<file path="config.mk">
export PLATFORM = sky130hd
export DESIGN_NAME = scqs_seq
export DESIGN_NICKNAME = d
export VERILOG_FILES = /design/src/logic/scqs_pkg.sv /design/src/logic/scqs_clk_mon.sv /design/src/logic/scqs_seq.sv
export VERILOG_INCLUDE_DIRS = /design/src /design/src/logic
export SDC_FILE = /design/constraint.sdc
export NUM_CORES = 1
export LEC_CHECK = 0
export BUFFER_PORTS_ARGS = -buffer_cell sky130_fd_sc_hd__buf_4
export CORE_MARGIN = 2
export CORE_UTILIZATION = 30
export DETAILED_ROUTE_END_ITERATION = 16
export PLACE_DENSITY = 0.57
export RECOVER_POWER = 100
export SYNTH_ARGS = -nofsm -noshare
export SYNTH_HDL_FRONTEND = slang
export SYNTH_SLANG_ARGS = --single-unit
</file>
<file path="constraint.sdc">
create_clock -name core_clk_i -period 2.1 [get_ports core_clk_i]
set_input_delay 0 -clock core_clk_i [delete_from_list [all_inputs] [get_ports core_clk_i]]
set_output_delay 0 -clock core_clk_i [all_outputs]
set_load 0.01 [all_outputs]
</file>
<file path="src/logic/scqs_consts.svh">
/*
  constants for the startup clock quality sequencer: timing figures,
  derived cycle counts and reset values.
  assumes a 40 MHz core clock that is the internal self clock.
*/
`ifndef SCQS_CONSTS_SVH
`define SCQS_CONSTS_SVH

// core clock rate
`define SCQS_CLK_HZ          40000000

// quality check time-out window, in ms (0.45 s to 2.5 s)
`define SCQS_CQ_TOUT_MIN_MS  450
`define SCQS_CQ_TOUT_MAX_MS  2500
// shortest legal time-out, rounded down to cycles
`define SCQS_CQ_TOUT_CYC     ((`SCQS_CQ_TOUT_MIN_MS * (`SCQS_CLK_HZ / 1000)))

// oscillator edges needed to call the oscillation good
`define SCQS_CQ_TICKS        16'h1000

// minimum reset pulse, in oscillator periods
`define SCQS_MIN_RST_TICKS   2'h2

// wait recovery, in bus cycles (at most 14)
`define SCQS_WRS_CYC         4'hE

// clock monitor assert threshold, in kHz (50 to 200, typ 100)
`define SCQS_MON_KHZ         100
// longest tick gap tolerated before a monitor failure, rounded down
`define SCQS_MON_GAP_CYC     ((`SCQS_CLK_HZ / 1000) / `SCQS_MON_KHZ)

// reset values
`define SCQS_RST_OSC_SEL     1'h0
`define SCQS_RST_POWER_ON_RESET_FLAG        1'h1

`endif

</file>
<file path="src/logic/scqs_pkg.sv">
/*
  types of the startup clock quality sequencer: state enum and grouped
  request signals.
  assumes nothing beyond a SystemVerilog compiler.
*/
package scqs_pkg;

  // one-hot sequencer states
  typedef enum logic [8:0] {
    ST_RESET = 9'h001,  // internal reset held
    ST_CQC   = 9'h002,  // quality check running
    ST_RUN   = 9'h004,  // oscillator drives system
    ST_SCM   = 9'h008,  // self clock mode
    ST_STOP  = 9'h010,  // full stop, oscillator off
    ST_PSTOP = 9'h020,  // pseudo stop, regulator reduced
    ST_WAIT  = 9'h040,  // wait mode
    ST_VUP   = 9'h080,  // regulator returning to full
    ST_WRS   = 9'h100   // wait recovery delay
  } scqs_state_e;

  // low power requests from the cpu
  typedef struct packed {
    logic stop;
    logic pstop;
    logic wait_m;
  } scqs_lp_req_s;

  // wake sources
  typedef struct packed {
    logic irq_int;
    logic irq_ext;
  } scqs_wake_s;

endpackage

</file>
<file path="src/logic/scqs_clk_mon.sv">
/*
  clock monitor: flags a failure when oscillator edges come too far apart.
  assumes osc_tick_i is a one-cycle pulse per oscillator edge, synchronous
  to core_clk_i.
*/
`timescale 1ns/100ps
`include "scqs_consts.svh"

module scqs_clk_mon (
  // clock and reset
  input  wire logic core_clk_i,
  input  wire logic rstn_i,
  // monitor control
  input  wire logic enable_i,
  input  wire logic osc_tick_i,
  // result
  output logic      fail_o
);

  localparam logic [15:0] GAP_CYC = 16'(`SCQS_MON_GAP_CYC);

  logic [15:0] gap_r;    // cycles since last edge
  logic [15:0] gap_nxt;
  logic        fail_r;   // sticky until next edge or until enable_i drops
  logic        fail_nxt;

  // gap counter; frequency below threshold means gap above limit
  always_comb begin
    gap_nxt  = gap_r;
    fail_nxt = fail_r;
    if (!enable_i || osc_tick_i) begin
      gap_nxt  = 16'h0000;
      fail_nxt = 1'b0;
    end else if (gap_r >= GAP_CYC) begin
      fail_nxt = 1'b1;
    end else begin
      gap_nxt = gap_r + 16'h0001;
    end
  end

  // registers only
  always_ff @(posedge core_clk_i) begin
    if (!rstn_i) begin
      gap_r  <= 16'h0000;
      fail_r <= 1'b0;
    end else begin
      gap_r  <= gap_nxt;
      fail_r <= fail_nxt;
    end
  end

  assign fail_o = fail_r;

endmodule

</file>
<file path="src/logic/scqs_seq.sv">
/*
  startup and recovery sequencer of the clock and reset unit: oscillator
  start, quality check, self clock fallback, external reset qualification,
  low power entry and wake, strap sampling and power-on flag.
  assumes all inputs synchronous to core_clk_i, which is the self clock.
*/
`timescale 1ns/100ps
`include "scqs_consts.svh"

// Operation
// - por release starts oscillator and quality check
// - no oscillation before time-out gives self clock
// - low-voltage release does the same as por
// - qualified reset skips check if oscillator ran
// - wait wake fetches vector within 14 cycles
// - pseudo stop wake waits regulator, then delay
// - pseudo stop reduces regulator, keeps oscillator
// - internal or external interrupt exits wait and pseudo stop; only external exits stop
// - stop wake runs quality check before clocks
// - strap sampled in reset selects oscillator type
// - quality check on por, stop, oscillator fail
// - monitor flags clock below threshold frequency
module scqs_seq #(
  parameter int unsigned CQ_TOUT_CYC = `SCQS_CQ_TOUT_CYC
) (
  // clock and reset
  input  wire logic                  core_clk_i,
  input  wire logic                  rstn_i,
  // supply resets, high while asserted
  input  wire logic                  por_i,
  input  wire logic                  low_voltage_reset_i,
  // reset pin, low while asserted
  input  wire logic                  ext_rst_n_i,
  // oscillator edge pulse and strap
  input  wire logic                  osc_tick_i,
  input  wire logic                  osc_select_strap_i,
  // cpu requests and wake sources
  input  wire scqs_pkg::scqs_lp_req_s lp_req_i,
  input  wire scqs_pkg::scqs_wake_s   wake_i,
  // regulator back at full performance
  input  wire logic                  reg_full_i,
  // software clear of the power-on flag
  input  wire logic                  power_on_reset_flag_clr_i,
  // clock control
  output logic                       osc_enable_o,
  output logic                       sys_clk_osc_o,
  output logic                       self_clock_mode_o,
  output logic                       cq_active_o,
  output logic                       reg_reduced_o,
  output logic                       osc_select_o,
  // reset and vector fetch
  output logic                       int_reset_o,
  output logic                       fetch_rst_vec_o,
  output logic                       fetch_irq_vec_o,
  // status
  output logic                       power_on_reset_flag_o,
  output logic                       clk_mon_fail_o
);

  localparam logic [24:0] TOUT = 25'(CQ_TOUT_CYC);

  scqs_pkg::scqs_state_e state_r, state_nxt;  // sequencer state
  logic [24:0] tout_r, tout_nxt;    // self clock time-out count
  logic [15:0] tick_r, tick_nxt;    // good oscillator edges
  logic [1:0]  rpin_r, rpin_nxt;    // osc edges while pin low
  logic        osc_ok_r, osc_ok_nxt;    // oscillation existed
  logic        irq_path_r, irq_path_nxt; // check ends in irq fetch
  logic        power_on_reset_flag_r, power_on_reset_flag_nxt;    // power-on flag
  logic        sel_r, sel_nxt;      // sampled strap
  logic        frv_r, frv_nxt;      // reset vector pulse
  logic        fiv_r, fiv_nxt;      // irq vector pulse
  logic [3:0]  wrs_r, wrs_nxt;      // wait recovery count
  logic        mon_fail;            // from clock monitor
  logic        pin_rst;             // qualified pin reset
  logic        supply_rst;          // por or low voltage held
  logic        woke;                // any wake source
  logic        osc_en_r, osc_en_nxt;    // oscillator enable output flop
  logic        sys_osc_r, sys_osc_nxt;  // oscillator drives system
  logic        scm_r, scm_nxt;          // self clock mode output flop
  logic        cq_r, cq_nxt;            // check running output flop
  logic        red_r, red_nxt;          // regulator reduced output flop
  logic        irst_r, irst_nxt;        // internal reset output flop

  // wake from either interrupt source
  function automatic logic any_wake(input scqs_pkg::scqs_wake_s w);
    any_wake = w.irq_int | w.irq_ext;
  endfunction

  // running states where the monitor may act
  function automatic logic osc_live(input scqs_pkg::scqs_state_e s);
    osc_live = (s == scqs_pkg::ST_RUN) || (s == scqs_pkg::ST_PSTOP) ||
               (s == scqs_pkg::ST_WAIT) || (s == scqs_pkg::ST_VUP) ||
               (s == scqs_pkg::ST_WRS);
  endfunction

  assign supply_rst = por_i | low_voltage_reset_i;
  assign pin_rst    = !ext_rst_n_i && (rpin_r == `SCQS_MIN_RST_TICKS);
  assign woke       = any_wake(wake_i);

  // monitor watches the oscillator only while it should be running
  scqs_clk_mon u_mon (
    .core_clk_i (core_clk_i),
    .rstn_i     (rstn_i),
    .enable_i   (osc_live(state_r)),
    .osc_tick_i (osc_tick_i),
    .fail_o     (mon_fail)
  );

  // pin pulse qualifier: count oscillator edges while the pin is low
  always_comb begin
    rpin_nxt = rpin_r;
    if (ext_rst_n_i) begin
      rpin_nxt = 2'h0;
    end else if (osc_tick_i && rpin_r != `SCQS_MIN_RST_TICKS) begin
      rpin_nxt = rpin_r + 2'h1;
    end
  end

  // flags: power-on flag, strap, oscillation history
  always_comb begin
    power_on_reset_flag_nxt   = power_on_reset_flag_r;
    sel_nxt    = sel_r;
    osc_ok_nxt = osc_ok_r;
    // set beats clear in the same cycle
    if (por_i) begin
      power_on_reset_flag_nxt = 1'b1;
    end else if (power_on_reset_flag_clr_i) begin
      power_on_reset_flag_nxt = 1'b0;
    end
    // strap tracked while reset is held, frozen at release
    if (state_r == scqs_pkg::ST_RESET) begin
      sel_nxt = osc_select_strap_i;
    end
    if (supply_rst || mon_fail || state_r == scqs_pkg::ST_STOP) begin
      osc_ok_nxt = 1'b0;
    end else if (state_r == scqs_pkg::ST_CQC && tick_r == `SCQS_CQ_TICKS) begin
      osc_ok_nxt = 1'b1;
    end
  end

  // main sequencer
  always_comb begin
    state_nxt    = state_r;
    tout_nxt     = tout_r;
    tick_nxt     = tick_r;
    irq_path_nxt = irq_path_r;
    frv_nxt      = 1'b0;
    fiv_nxt      = 1'b0;
    wrs_nxt      = wrs_r;
    if (supply_rst) begin
      // supply reset overrides all; check starts at release
      state_nxt    = scqs_pkg::ST_RESET;
      irq_path_nxt = 1'b0;
      tout_nxt     = 25'h0;
      tick_nxt     = 16'h0000;
    end else if (pin_rst) begin
      state_nxt    = scqs_pkg::ST_RESET;
      irq_path_nxt = 1'b0;
    end else begin
      case (state_r)
        scqs_pkg::ST_RESET: begin
          // wait for the pin to let go
          if (ext_rst_n_i) begin
            if (osc_ok_r) begin
              state_nxt = scqs_pkg::ST_RUN;
              frv_nxt   = 1'b1;
            end else begin
              state_nxt = scqs_pkg::ST_CQC;
              tout_nxt  = 25'h0;
              tick_nxt  = 16'h0000;
            end
          end
        end
        scqs_pkg::ST_CQC: begin
          // time-out runs on the self clock so a dead crystal still ends it
          if (tick_r == `SCQS_CQ_TICKS) begin
            state_nxt = scqs_pkg::ST_RUN;
            frv_nxt   = !irq_path_r;
            fiv_nxt   = irq_path_r;
          end else if (tout_r >= TOUT - 25'h1) begin
            state_nxt = scqs_pkg::ST_SCM;
            frv_nxt   = !irq_path_r;
            fiv_nxt   = irq_path_r;
          end else begin
            tout_nxt = tout_r + 25'h1;
            if (osc_tick_i) begin
              tick_nxt = tick_r + 16'h0001;
            end
          end
        end
        scqs_pkg::ST_RUN: begin
          // oscillator failure forces a new check
          if (mon_fail) begin
            state_nxt    = scqs_pkg::ST_CQC;
            irq_path_nxt = 1'b0;
            tout_nxt     = 25'h0;
            tick_nxt     = 16'h0000;
          end else if (lp_req_i.stop) begin
            state_nxt = scqs_pkg::ST_STOP;
          end else if (lp_req_i.pstop) begin
            state_nxt = scqs_pkg::ST_PSTOP;
          end else if (lp_req_i.wait_m) begin
            state_nxt = scqs_pkg::ST_WAIT;
          end
        end
        scqs_pkg::ST_SCM: begin
          // self clock runs on; only a reset leaves it
          state_nxt = scqs_pkg::ST_SCM;
        end
        scqs_pkg::ST_STOP: begin
          // only an external interrupt wakes full stop
          if (wake_i.irq_ext) begin
            state_nxt    = scqs_pkg::ST_CQC;
            irq_path_nxt = 1'b1;
            tout_nxt     = 25'h0;
            tick_nxt     = 16'h0000;
          end
        end
        scqs_pkg::ST_PSTOP: begin
          if (woke) begin
            state_nxt = scqs_pkg::ST_VUP;
          end
        end
        scqs_pkg::ST_WAIT: begin
          if (woke) begin
            state_nxt = scqs_pkg::ST_WRS;
            wrs_nxt   = 4'h1;
          end
        end
        scqs_pkg::ST_VUP: begin
          // regulator must be back before the recovery delay starts
          if (reg_full_i) begin
            state_nxt = scqs_pkg::ST_WRS;
            wrs_nxt   = 4'h1;
          end
        end
        scqs_pkg::ST_WRS: begin
          // vector pulse lands on cycle 14 after the wake
          if (wrs_r == `SCQS_WRS_CYC - 4'h1) begin
            state_nxt = scqs_pkg::ST_RUN;
            fiv_nxt   = 1'b1;
          end else begin
            wrs_nxt = wrs_r + 4'h1;
          end
        end
        default: begin
          state_nxt = scqs_pkg::ST_RESET;
        end
      endcase
    end
  end

  // state registers; reset comes up holding internal reset
  always_ff @(posedge core_clk_i) begin
    if (!rstn_i) begin
      state_r    <= scqs_pkg::ST_RESET;
      tout_r     <= 25'h0;
      tick_r     <= 16'h0000;
      rpin_r     <= 2'h0;
      osc_ok_r   <= 1'b0;
      irq_path_r <= 1'b0;
      power_on_reset_flag_r     <= `SCQS_RST_POWER_ON_RESET_FLAG;
      sel_r      <= `SCQS_RST_OSC_SEL;
      frv_r      <= 1'b0;
      fiv_r      <= 1'b0;
      wrs_r      <= 4'h0;
    end else begin
      state_r    <= state_nxt;
      tout_r     <= tout_nxt;
      tick_r     <= tick_nxt;
      rpin_r     <= rpin_nxt;
      osc_ok_r   <= osc_ok_nxt;
      irq_path_r <= irq_path_nxt;
      power_on_reset_flag_r     <= power_on_reset_flag_nxt;
      sel_r      <= sel_nxt;
      frv_r      <= frv_nxt;
      fiv_r      <= fiv_nxt;
      wrs_r      <= wrs_nxt;
    end
  end

  // output decode taken from the next state, so each output has its own
  // flop yet changes on the same edge as the state it reflects
  always_comb begin
    osc_en_nxt  = (state_nxt != scqs_pkg::ST_STOP);
    sys_osc_nxt = osc_live(state_nxt);
    scm_nxt     = (state_nxt == scqs_pkg::ST_SCM);
    cq_nxt      = (state_nxt == scqs_pkg::ST_CQC);
    red_nxt     = (state_nxt == scqs_pkg::ST_PSTOP) ||
                  (state_nxt == scqs_pkg::ST_VUP);
    // a check after stop wake runs without internal reset
    irst_nxt    = (state_nxt == scqs_pkg::ST_RESET) ||
                  ((state_nxt == scqs_pkg::ST_CQC) && !irq_path_nxt);
  end

  // output flops; reset values match the reset state
  always_ff @(posedge core_clk_i) begin
    if (!rstn_i) begin
      osc_en_r  <= 1'b1;
      sys_osc_r <= 1'b0;
      scm_r     <= 1'b0;
      cq_r      <= 1'b0;
      red_r     <= 1'b0;
      irst_r    <= 1'b1;
    end else begin
      osc_en_r  <= osc_en_nxt;
      sys_osc_r <= sys_osc_nxt;
      scm_r     <= scm_nxt;
      cq_r      <= cq_nxt;
      red_r     <= red_nxt;
      irst_r    <= irst_nxt;
    end
  end

  // every output leaves straight from a flop
  assign osc_enable_o          = osc_en_r;                   // off in stop, keeps it in pstop
  assign sys_clk_osc_o         = sys_osc_r;
  assign self_clock_mode_o     = scm_r;
  assign cq_active_o           = cq_r;
  assign reg_reduced_o         = red_r;
  assign int_reset_o           = irst_r;
  assign fetch_rst_vec_o       = frv_r;
  assign fetch_irq_vec_o       = fiv_r;
  assign osc_select_o          = sel_r;
  assign power_on_reset_flag_o = power_on_reset_flag_r;
  assign clk_mon_fail_o        = mon_fail;

endmodule

</file>
==> summary.txt, run 1 <==
Outcome
  – Status: finished with violations
  – Failing checks: negative setup slack

Yosys
  – Avg Inst Size Synth: 8.22 sq um
  – Post-synth EDFFs: 0
  – Post-synthesis cell type count: 70
  – Leading area contributor after synthesis: dfxtp_1
  – Post-Synthesis Cells: 549
  – Post-synthesis cell area: 4510 sq um
  – Async set-reset flop share out of synthesis: 0%
  – Post-synth top area share: 37.7%
  – Most common cell in the synthesized netlist: dfxtp_1
  – Top_reg_cell synth: dfxtp_1
  – Synthesis-stage register bit count: 85
  – Synth warnings: 0
  – Area contributors post-synth: dfxtp_1, a21oi_1, or4_1
  – Sequential area share after synthesis: 37.7%
  – Synth top cells by count: dfxtp_1, nor2_1, a21oi_1
  – Syn_nets: 571

Worst setup path
  – Crit. End Element: flop
  – Most common cell on crit path: buf_8
  – WP data arrival: 2.54 ns
  – CP max-delay cell: or4_4
  – Buffers & Inverters on Critical Path: 3
  – Worst path top cell family by delay: compound AO/OA/AOI/OAI gates
  – CP Launch Type: flop
  – CP Max Fanout: 7
  – Cell chain of the critical path: buf_6 -> a211o_1 -> a32oi_4 -> a31oi_4 -> buf_8 -> buf_8 -> or4_4 -> a21oi_1
  – Setup CP Type: reg -> reg
  – Crit path largest cell delay: 0.47 ns
  – CP required: 2.38 ns

Drt
  – Detailed-router iteration count before antenna repair: 5
  – Final WL: 13.4 mm
  – Via count: 4698
  – Vias per cell: between 5 and 6
  – Drt drc: 0
  – DR iter-0 viols: 270
  – DRT antenna net count: 0
  – WL/cell: between 15 and 20 um

Floorplanning
  – Core Box Area: between 10000 and 15000 sq um
  – # IOs: 25
  – Initial Utilization: 30.9%
  – Chip Height: approximately 130 um
  – Row Count: 44
  – Die X: about 130 um
  – Full die area: 16000 sq um

Global routing
  – GRT Total Usage: 16.6%
  – Global route overflow: 0
  – Number of global-route vias before repair: 4601
  – Antenna violations before repair: 0
  – Largest net degree at the start of global routing: 30
  – First-pass GRT wire length: 21.8 mm

STA
  – RSZ-0062 raised after global routing: true
  – Max-slew headroom: 73.1%
  – Slew Limit Fails: 0
  – Final setup TNS: -3.17 ns
  – Tcrit/Tclk final: 108%
  – PnR worst setup slack: -0.160 ns
  – Tmin final: 2.26 ns
  – Clock skew: roughly 0.0054 ns
  – Worst Tran Pin Value: 0.403 ns
  – Setup-failing EPs final: between 50 and 60
  – Hold Fails Final Rpt: 0
  – FMAX: 442 MHz

Placed design
  – DPL Wire Length: roughly 8.8 mm
  – Placed Instances: 816
  – Port Buf Inserts: 24
  – Placer Congestion: just over 0.9

Layout
  – Layout area overhead: 44.6%
  – Layout cells sized above 1: 33.5%
  – Ant diodes: 0
  – Post-Layout Cell Count: 861
  – Fin nets: 695

Flow run
  – Max cap viols: 0

Power and ir drop
  – Worst vdd ir: 0.000466 V
  – Static Leakage: 2.23 nW
  – Pwr/cell area: roughly 510 nW/um^2

CTS
  – Root buf cell: clkbuf_16
  – CTS tree: built
  – Depth of the CTS H-tree: 3
  – Clk slew on worst S/H paths: 0.07 ns
  – Number of CTS-inserted buffers: 9
  – Clk_lat worst skew: 0.35 ns
  – Max clock buf depth: 2
  – Sink Count: 85

Worst hold path
  – Hold WC Path Type: in -> reg
timing repair:
action,in CTS,in global routing
hold buffers,5,0
pin swaps,55,35
endpoints found under the setup margin,65,56
buffers inserted,12,9
gates cloned,4,2
resized for setup,48,76
endpoints found under the hold margin,6,0
worst register-to-register path, stage by stage (launching register included):
cell	delay [ns]
dfxtp_4	0.36
buf_6	0.11
a211o_1	0.34
a32oi_4	0.29
a31oi_4	0.14
buf_8	0.18
buf_8	0.13
or4_4	0.48
a21oi_1	0.16
cell families after synthesis:
logic type / after synthesis / share of synthesized area, %
flops: 85 / 37.7
compound gates: 124 / 18.0
xor+xnor: 11 / 2.14
buf+inv: 56 / 5.88
fa+ha+maj: 8 / 2.22
simple gates: 256 / 32.1
mux: 9 / 2.00
power breakdown:
part	internal (mW)	switching, mW
clock	0.829	0.689
sequential	1.62	0.00395
combinational	0.0956	0.117
total	2.54	0.811
flip-flops by register name, indices dropped and copies added (netlist names):
signal / flops
tick_r: 16
u_mon.gap_r: 16
sys_clk_osc_o: 1
state_r: 9
irq_path_r: 1
rpin_r: 2
reg_reduced_o: 1
u_mon.fail_o: 1
self_clock_mode_o: 1
osc_select_o: 1
cq_active_o: 1
power_on_reset_flag_o: 1
fetch_rst_vec_o: 1
int_reset_o: 1
wrs_r: 4
osc_ok_r: 1
tout_r: 25
osc_enable_o: 1
fetch_irq_vec_o: 1
per-layer routing:
layer  GRT usage (%)  part of all wire (%)
met5               0                     0
met3            2.53                   3.2
met2            28.7                    51
met1            20.5                    44
met4            7.43                   1.9
cells in the final DEF, fill, tap and decap left out, types with 11 or more instances in the layout:
master / count
o21ai_0: 14
inv_1: 28
nand2_1: 38
clkbuf_1: 13
nand4_1: 17
nand3_1: 23
o31ai_1: 17
a21oi_1: 34
or4_1: 19
a21oi_2: 11
dfxtp_1: 76
nor2_1: 53
buf_4: 102
worst paths after layout:
| kind | startpoint | endpoint | slack [ns] | cells after the start |
|---|---|---|---|---|
| setup reg to reg | tout_r[15]$_SDFFE_PP0P_ | tout_r[8]$_SDFFE_PP0P_ | -0.16 | 8 |
| hold / removal | lp_req_i[2] | osc_enable_o$_SDFF_PN1_ | 0.06 | 4 |
| hold reg to reg | u_mon.gap_r[9]$_SDFFE_PP0N_ | u_mon.gap_r[9]$_SDFFE_PP0N_ | 0.43 | 2 |
| setup / recovery | tout_r[15]$_SDFFE_PP0P_ | tout_r[8]$_SDFFE_PP0P_ | -0.16 | 8 |
layout make-up:
class / instances / area [sq um]
inverter: 28 / 105
multi-input combinational: 408 / 3010
timing repair buffer: 141 / 1200
tap: 184 / 230
fill: 1367 / 8060
clock buffer: 10 / 239
sequential: 85 / 1720
clock inverter: 5 / 35.0
metrics by stage:
step	utilization, %	hold WS (ns)	cell area [sq um]	setup slack (ns)	power, mW
2_1_floorplan	-	0.0986	4530	-0.0819	1.75
3_3_place_gp	37.7	0.193	5500	-0.155	1.84
3_5_place_dp	37.7	0.205	5500	-0.207	1.84
4_1_cts	42.5	0.0598	6200	-0.123	3.37
5_1_grt	44.7	0.121	6530	-0.216	3.46
6_report	44.7	0.0630	6530	-0.160	3.35
Note: power is estimated with default switching activity, not from simulation.
==> run 2: changes to the inputs <==
--- a/config.mk
+++ b/config.mk
@@ -7,6 +7,7 @@
 export NUM_CORES = 1
 export LEC_CHECK = 0
 export BUFFER_PORTS_ARGS = -buffer_cell sky130_fd_sc_hd__buf_4
+export CORE_ASPECT_RATIO = 0.6
 export CORE_MARGIN = 2
 export CORE_UTILIZATION = 30
 export DETAILED_ROUTE_END_ITERATION = 16
==> run 2 against run 1 <==
  * The flow still finishes with violations (negative setup slack)
  * Register-to-register slack better by 0.07 ns
  * Wire length is 0.87% lower
  * Final area is 4.8% lower
  * Sequential share of layout area is 1.4 points higher
  * Clock skew up 0.0011 ns
  * Non-clock buffer count decreased by 9
  * First-iteration DRC count increased by 57%
  * Sequential cell count stayed put
  * Final cell count grew 0.70%
  * Critical endpoint is now sys_clk_osc_o$_SDFF_PN0_
  * Highest routed layer unchanged
==> summary.txt, run 2 (synthesis results as in run 1) <==
Power and ir drop
  – Pwr/cell area: 554 nW/um^2
  – Logic gate share of total power: under 10%
  – Clock power share: 47.2%
  – Static Leakage: approximately 2.2 nW
  – Worst vdd ir: 0.000361 V
  – P_sw: around 0.9 mW
  – Sequential Power Share: 47.1%
  – Switching part of the total: 25.8%
  – Internal power: 2.55 mW
  – Tot Pwr: 3.44 mW

Global routing
  – GRT Total Usage: 16.6%
  – Number of global-route vias before repair: 4371
  – Global route overflow: 0
  – Largest net degree at the start of global routing: 36
  – Antenna violations before repair: 0
  – First-pass GRT wire length: 21.6 mm

CTS
  – Number of CTS-inserted buffers: 9
  – Root buf cell: clkbuf_16
  – Depth of the CTS H-tree: 3
  – Max clock buf depth: 2
  – CTS tree: built
  – Clk_lat worst skew: 0.34 ns
  – Sink Count: between 80 and 90
  – Clk slew on worst S/H paths: 0.07 ns

Floorplanning
  – Initial Utilization: 30.9%
  – Core Box Area: 14600 sq um
  – Full die area: 16100 sq um
  – # IOs: 25
  – Chip Height: 99.0 um
  – Die X: 162 um
  – Row Count: 34

STA
  – PnR worst setup slack: -0.0870 ns
  – Tmin final: approximately 2.2 ns
  – Setup-failing EPs final: 31
  – Hold Fails Final Rpt: 0
  – Clock skew: between 0.006 and 0.007 ns
  – Final setup TNS: -1.31 ns
  – Worst hold slack: 0.0917 ns
  – FMAX: 457 MHz
  – Worst Tran Pin Value: 0.487 ns
  – Tcrit/Tclk final: 104%
  – Max-slew headroom: 67.1%
  – Slew Limit Fails: 0
  – RSZ-0062 raised after global routing: true

Drt
  – Vias per cell: 5.39
  – DRT antenna net count: 0
  – DR iter-0 viols: 424
  – Detailed-router iteration count before antenna repair: 5
  – WL/cell: 15.4 um
  – Final WL: 13.3 mm
  – Via count: 4672
  – Drt drc: 0

Placed design
  – Port Buf Inserts: 24
  – DPL Wire Length: 9.68 mm
  – Placer Congestion: 0.872
  – Dpl cell area: about 5500 sq um

Outcome
  – Status: finished with violations
  – Failing checks: negative setup slack

Worst hold path
  – Hold WC Path Type: in -> reg

Layout
  – Largest reg by FF count: tout_r
  – Post-Layout Inst Area: 6210 sq um
  – Fin nets: 686
  – Most common cell after layout, fill and taps aside: buf_4
  – Largest regs: tout_r x25, tick_r x16, u_mon.gap_r x16
  – Final Util: 42.6%
  – Filler cell count: 1416
  – Layout cells sized above 1: a little under a third
  – Ant diodes: 0
  – Number of flip-flops in the largest register: 25
  – Layout area overhead: 37.7%
  – Commonest non-fill, non-tap cells in the layout: buf_4, dfxtp_1, nor2_1

Worst setup path
  – CP Max Fanout: 6
  – WP data arrival: 2.47 ns
  – CP required: ~2.4 ns
  – CP Launch Type: flop
  – Crit. End Element: flop
  – Setup CP Type: reg -> reg

Flow run
  – Max cap viols: 0
==> run 2: cell count changes in the layout (fill, tap and decap cells not counted), moves of 3 or more <==
cell,before,now
buf_16,3,0
nor3_2,3,7
nor3_4,6,2
buf_6,8,5
o31ai_1,17,23
o31ai_2,8,3
inv_8,0,3
nor4_2,1,4
==> run 2: final cells by class <==
type | instances | area [sq um] | share of cell area (%)
timing repair buffer | 132 | 1010 | 16.2
clock inverter | 7 | 76.3 | 1.23
multi-input combinational | 408 | 2830 | 45.6
clock buffer | 9 | 225 | 3.63
inverter | 28 | 105 | 1.69
sequential | 85 | 1720 | 27.6
tap | 198 | 248 | 3.99
==> run 2: worst max-delay path, stage by stage, from the launching register on <==
cell and delay [ns]:
dfxtp_1 0.35, or4_4 0.59, or4b_4 0.55, or2_1 0.26
o2111a_1 0.14, and4_4 0.15, a21oi_2 0.10
==> run 2: stage by stage <==
stage | instances | setup slack (ns)
final | 867 | -0.0870
after global routing | 867 | -0.159
after CTS | 864 | -0.0775
after detailed placement | 835 | -0.130
after global placement | 835 | -0.0871
after floorplan | 549 | -0.0819
==> run 2: final timing paths <==
check	endpoint	cells after the start	slack (ns)	startpoint
max	sys_clk_osc_o$_SDFF_PN0_	6	-0.09	state_r[1]$_SDFF_PN0_
min	osc_enable_o$_SDFF_PN1_	4	0.09	lp_req_i[2]
max reg2reg	sys_clk_osc_o$_SDFF_PN0_	6	-0.09	state_r[1]$_SDFF_PN0_
min reg2reg	u_mon.gap_r[13]$_SDFFE_PP0N_	2	0.43	u_mon.gap_r[13]$_SDFFE_PP0N_
==> run 2: per-layer routing <==
layer  GRT usage, %  share of wire (%)  up-vias
met4           3.74               0.82        0
met3           4.50                6.6       11
met1           23.9                 49     2271
met2           24.8                 44      126
met5              0                  0        -
li1               -                  -     2264
==> run 2: repair_timing <==
action / in CTS / in global routing
hold buffers: 5 / 0
pin swaps: 8 / 9
gates resized for setup: 34 / 43
hold endpoints to repair: 5 / 0
setup endpoints to repair: 59 / 62
buffers inserted: 8 / 3
==> run 2: power by group through the flow <==
stage	sequential (mW)	combinational, mW	clock [mW]
5_1_grt	1.62	0.214	1.72
3_5_place_dp	1.66	0.176	0
2_1_floorplan	1.66	0.0911	0
6_report	1.62	0.198	1.62
3_3_place_gp	1.66	0.173	0
4_1_cts	1.62	0.189	1.66
==> run 3: changes to the inputs <==
--- a/config.mk
+++ b/config.mk
@@ -11,7 +11,7 @@
 export CORE_MARGIN = 2
 export CORE_UTILIZATION = 30
 export DETAILED_ROUTE_END_ITERATION = 16
-export PLACE_DENSITY = 0.57
+export PLACE_DENSITY = 0.55
 export RECOVER_POWER = 100
 export SYNTH_ARGS = -nofsm -noshare
 export SYNTH_HDL_FRONTEND = slang
==> constraint.sdc (replaced) <==
create_clock -name core_clk_i -period 2.55 [get_ports core_clk_i]
set_input_delay 0 -clock core_clk_i [delete_from_list [all_inputs] [get_ports core_clk_i]]
set_output_delay 0 -clock core_clk_i [all_outputs]
set_load 0.01 [all_outputs]
==> run 3 against run 2 <==
  * The run now ends clean
  * Critical path depth unchanged
  * Sequential share of layout area rose by 4.6 points
  * Core utilization shrank 6.4 points
  * Via count shrank 11%
  * Total power down 15%
  * Clock skew is 0.0021 ns higher
==> summary.txt, run 3 (synthesis results as in run 1) <==
Outcome
  – Status: completed

STA
  – Clock skew: 0.00866 ns
  – Worst hold slack: 0.0900 ns
  – Setup-failing EPs final: 0
  – Hold Fails Final Rpt: 0
  – FMAX: around 420 MHz
  – Slew Limit Fails: 0
  – RSZ-0062 raised after global routing: false
  – Max-slew headroom: 61.1%
  – Final setup TNS: 0 ns
  – Tmin final: 2.37 ns
  – Tcrit/Tclk final: 93.1%
  – PnR worst setup slack: around 0.18 ns
  – Worst Tran Pin Value: 0.582 ns

CTS
  – Clk_lat worst skew: 0.34 ns
  – Sink Count: 85
  – Depth of the CTS H-tree: 3
  – Clk slew on worst S/H paths: 0.06 ns
  – Root buf cell: clkbuf_16
  – Max clock buf depth: 2
  – Setup Buffers After CTS: 0
  – CTS tree: built
  – Number of CTS-inserted buffers: 9

Layout
  – Layout cells sized above 1: between 10% and 20%
  – Area of the multi-input gates: 2580 sq um
  – Final Util: 36.1%
  – Post-Layout Cell Count: 780
  – Layout area overhead: 16.8%
  – Most common cell after layout, fill and taps aside: dfxtp_1
  – Ant diodes: 0
  – Largest reg by FF count: tout_r
  – Fin nets: 599
  – Largest regs: tout_r x25, tick_r x16, u_mon.gap_r x16
  – Filler cell count: 1492
  – Number of flip-flops in the largest register: 25
  – Commonest non-fill, non-tap cells in the layout: dfxtp_1, nor2_1, a21oi_1
  – Register Area: 1700 sq um

Drt
  – Vias per cell: 5.36
  – Final WL: between 10 and 15 mm
  – DRT antenna net count: 0
  – DR iter-0 viols: 311
  – WL/cell: 14.7 um
  – Via count: between 4000 and 5000
  – Detailed-router iteration count before antenna repair: 5
  – Drt drc: 0

Placed design
  – Port Buf Inserts: 24
  – Place WS: 0.105 ns
  – Placed Instances: 759
  – DPL Wire Length: between 8 and 9 mm
  – Placer Congestion: 0.937

Global routing
  – Largest net degree at the start of global routing: 47
  – Global route overflow: 0
  – Number of global-route vias before repair: between 3000 and 4000
  – First-pass GRT wire length: 19.1 mm
  – Antenna violations before repair: 0
  – GRT Total Usage: 14.8%

Worst setup path
  – Crit path largest cell delay: roughly 0.6 ns
  – Cell chain of the critical path: or4_4 -> nor4_2 -> o21ai_0 -> a31o_2 -> o21bai_1 -> o21bai_1
  – CP required: between 2 and 3 ns
  – RR Endpoint: int_reset_o$_SDFF_PN1_
  – Worst R2R Start: state_r[0]$_SDFF_PN1_
  – R2R Setup Slk: 0.18 ns
  – R2R cell count: 6
  – CP Max Fanout: 13
  – CP Launch Type: flop
  – WP data arrival: 2.59 ns
  – Crit. End Element: flop
  – Most common cell on crit path: o21bai_1
  – Setup CP Type: reg -> reg
  – CP max-delay cell: or4_4

Floorplanning
  – # IOs: 25
  – Row Count: 34
  – Chip Height: just under 100 um
  – Full die area: 16100 sq um
  – Initial Utilization: 30.9%
  – Die X: 162 um
  – Core Box Area: 14600 sq um

Power and ir drop
  – Static Leakage: 1.67 nW
  – Worst vdd ir: 0.000321 V
  – Pwr/cell area: 554 nW/um^2

Worst hold path
  – Hold WC Path Type: in -> reg
  – Hold Path Origin: lp_req_i[2]
  – Hold Crit Endpoint: osc_enable_o$_SDFF_PN1_
  – Cells on Worst Hold Path: 4

Flow run
  – Max cap viols: 0
[run 3: cell types whose count changed in the layout (fill, tap and decap cells not counted), sizes merged]
cell,delta
bufinv,+2
inv,-3
clkinv,+1
buf,-88
clkbuf,+1
[run 3: worst max-delay path by stage]
stage                     slack [ns]                        to             startpoint
after floorplan                 0.35  sys_clk_osc_o$_SDFF_PN0_  state_r[0]$_SDFF_PN1_
after global placement          0.12    int_reset_o$_SDFF_PN1_  state_r[0]$_SDFF_PN1_
after detailed placement        0.10    int_reset_o$_SDFF_PN1_  state_r[1]$_SDFF_PN0_
after CTS                        0.1    int_reset_o$_SDFF_PN1_  state_r[1]$_SDFF_PN0_
after global routing            0.01   tout_r[16]$_SDFFE_PP0P_  state_r[2]$_SDFF_PN0_
final                           0.18    int_reset_o$_SDFF_PN1_  state_r[0]$_SDFF_PN1_
[run 3: critical path: cells and delay by family, from the launching register on]
family          cells  cell delay, ns
simple gates        2            0.83
compound gates      4            1.01
flops               1            0.41
[run 3: area by class of cell]
cell class	instances	area share (%)
Timing Repair Buffer	45	5.86
Inverter	28	1.99
Multi-Input combinational cell	408	48.9
Sequential cell	85	32.3
Tap cell	198	4.70
Clock inverter	7	2.02
Clock buffer	9	4.27
[run 3: per-layer routing]
| layer | global-route usage [%] | wire length (um) |
|---|---|---|
| met1 | 23.0 | 6210 |
| met2 | 19.3 | 4410 |
| met3 | 4.80 | 810 |
| met4 | 3.34 | 69 |
| met5 | 0 | 0 |
[run 3: per-stage QoR]
| stage | area [sq um] | power, mW |
|---|---|---|
| floorplan | 4510 | 1.44 |
| global placement | 4920 | 1.49 |
| detailed placement | 4920 | 1.49 |
| CTS | 5300 | 2.96 |
| global route | 5270 | 3.03 |
| finish | 5270 | 2.92 |
[run 3: power by group]
group / total [mW] / switching, mW / internal (mW)
combinational: 0.126 / 0.0768 / 0.0493
sequential: 1.34 / 0.00537 / 1.33
clock: 1.46 / 0.584 / 0.874
[run 3: timing repair]
| item | CTS | global route |
|---|---|---|
| resized for setup | 0 | 4 |
| hold buffers | 5 | 0 |
| endpoints found under the setup margin | 0 | 3 |
| hold endpoints to repair | 6 | 0 |
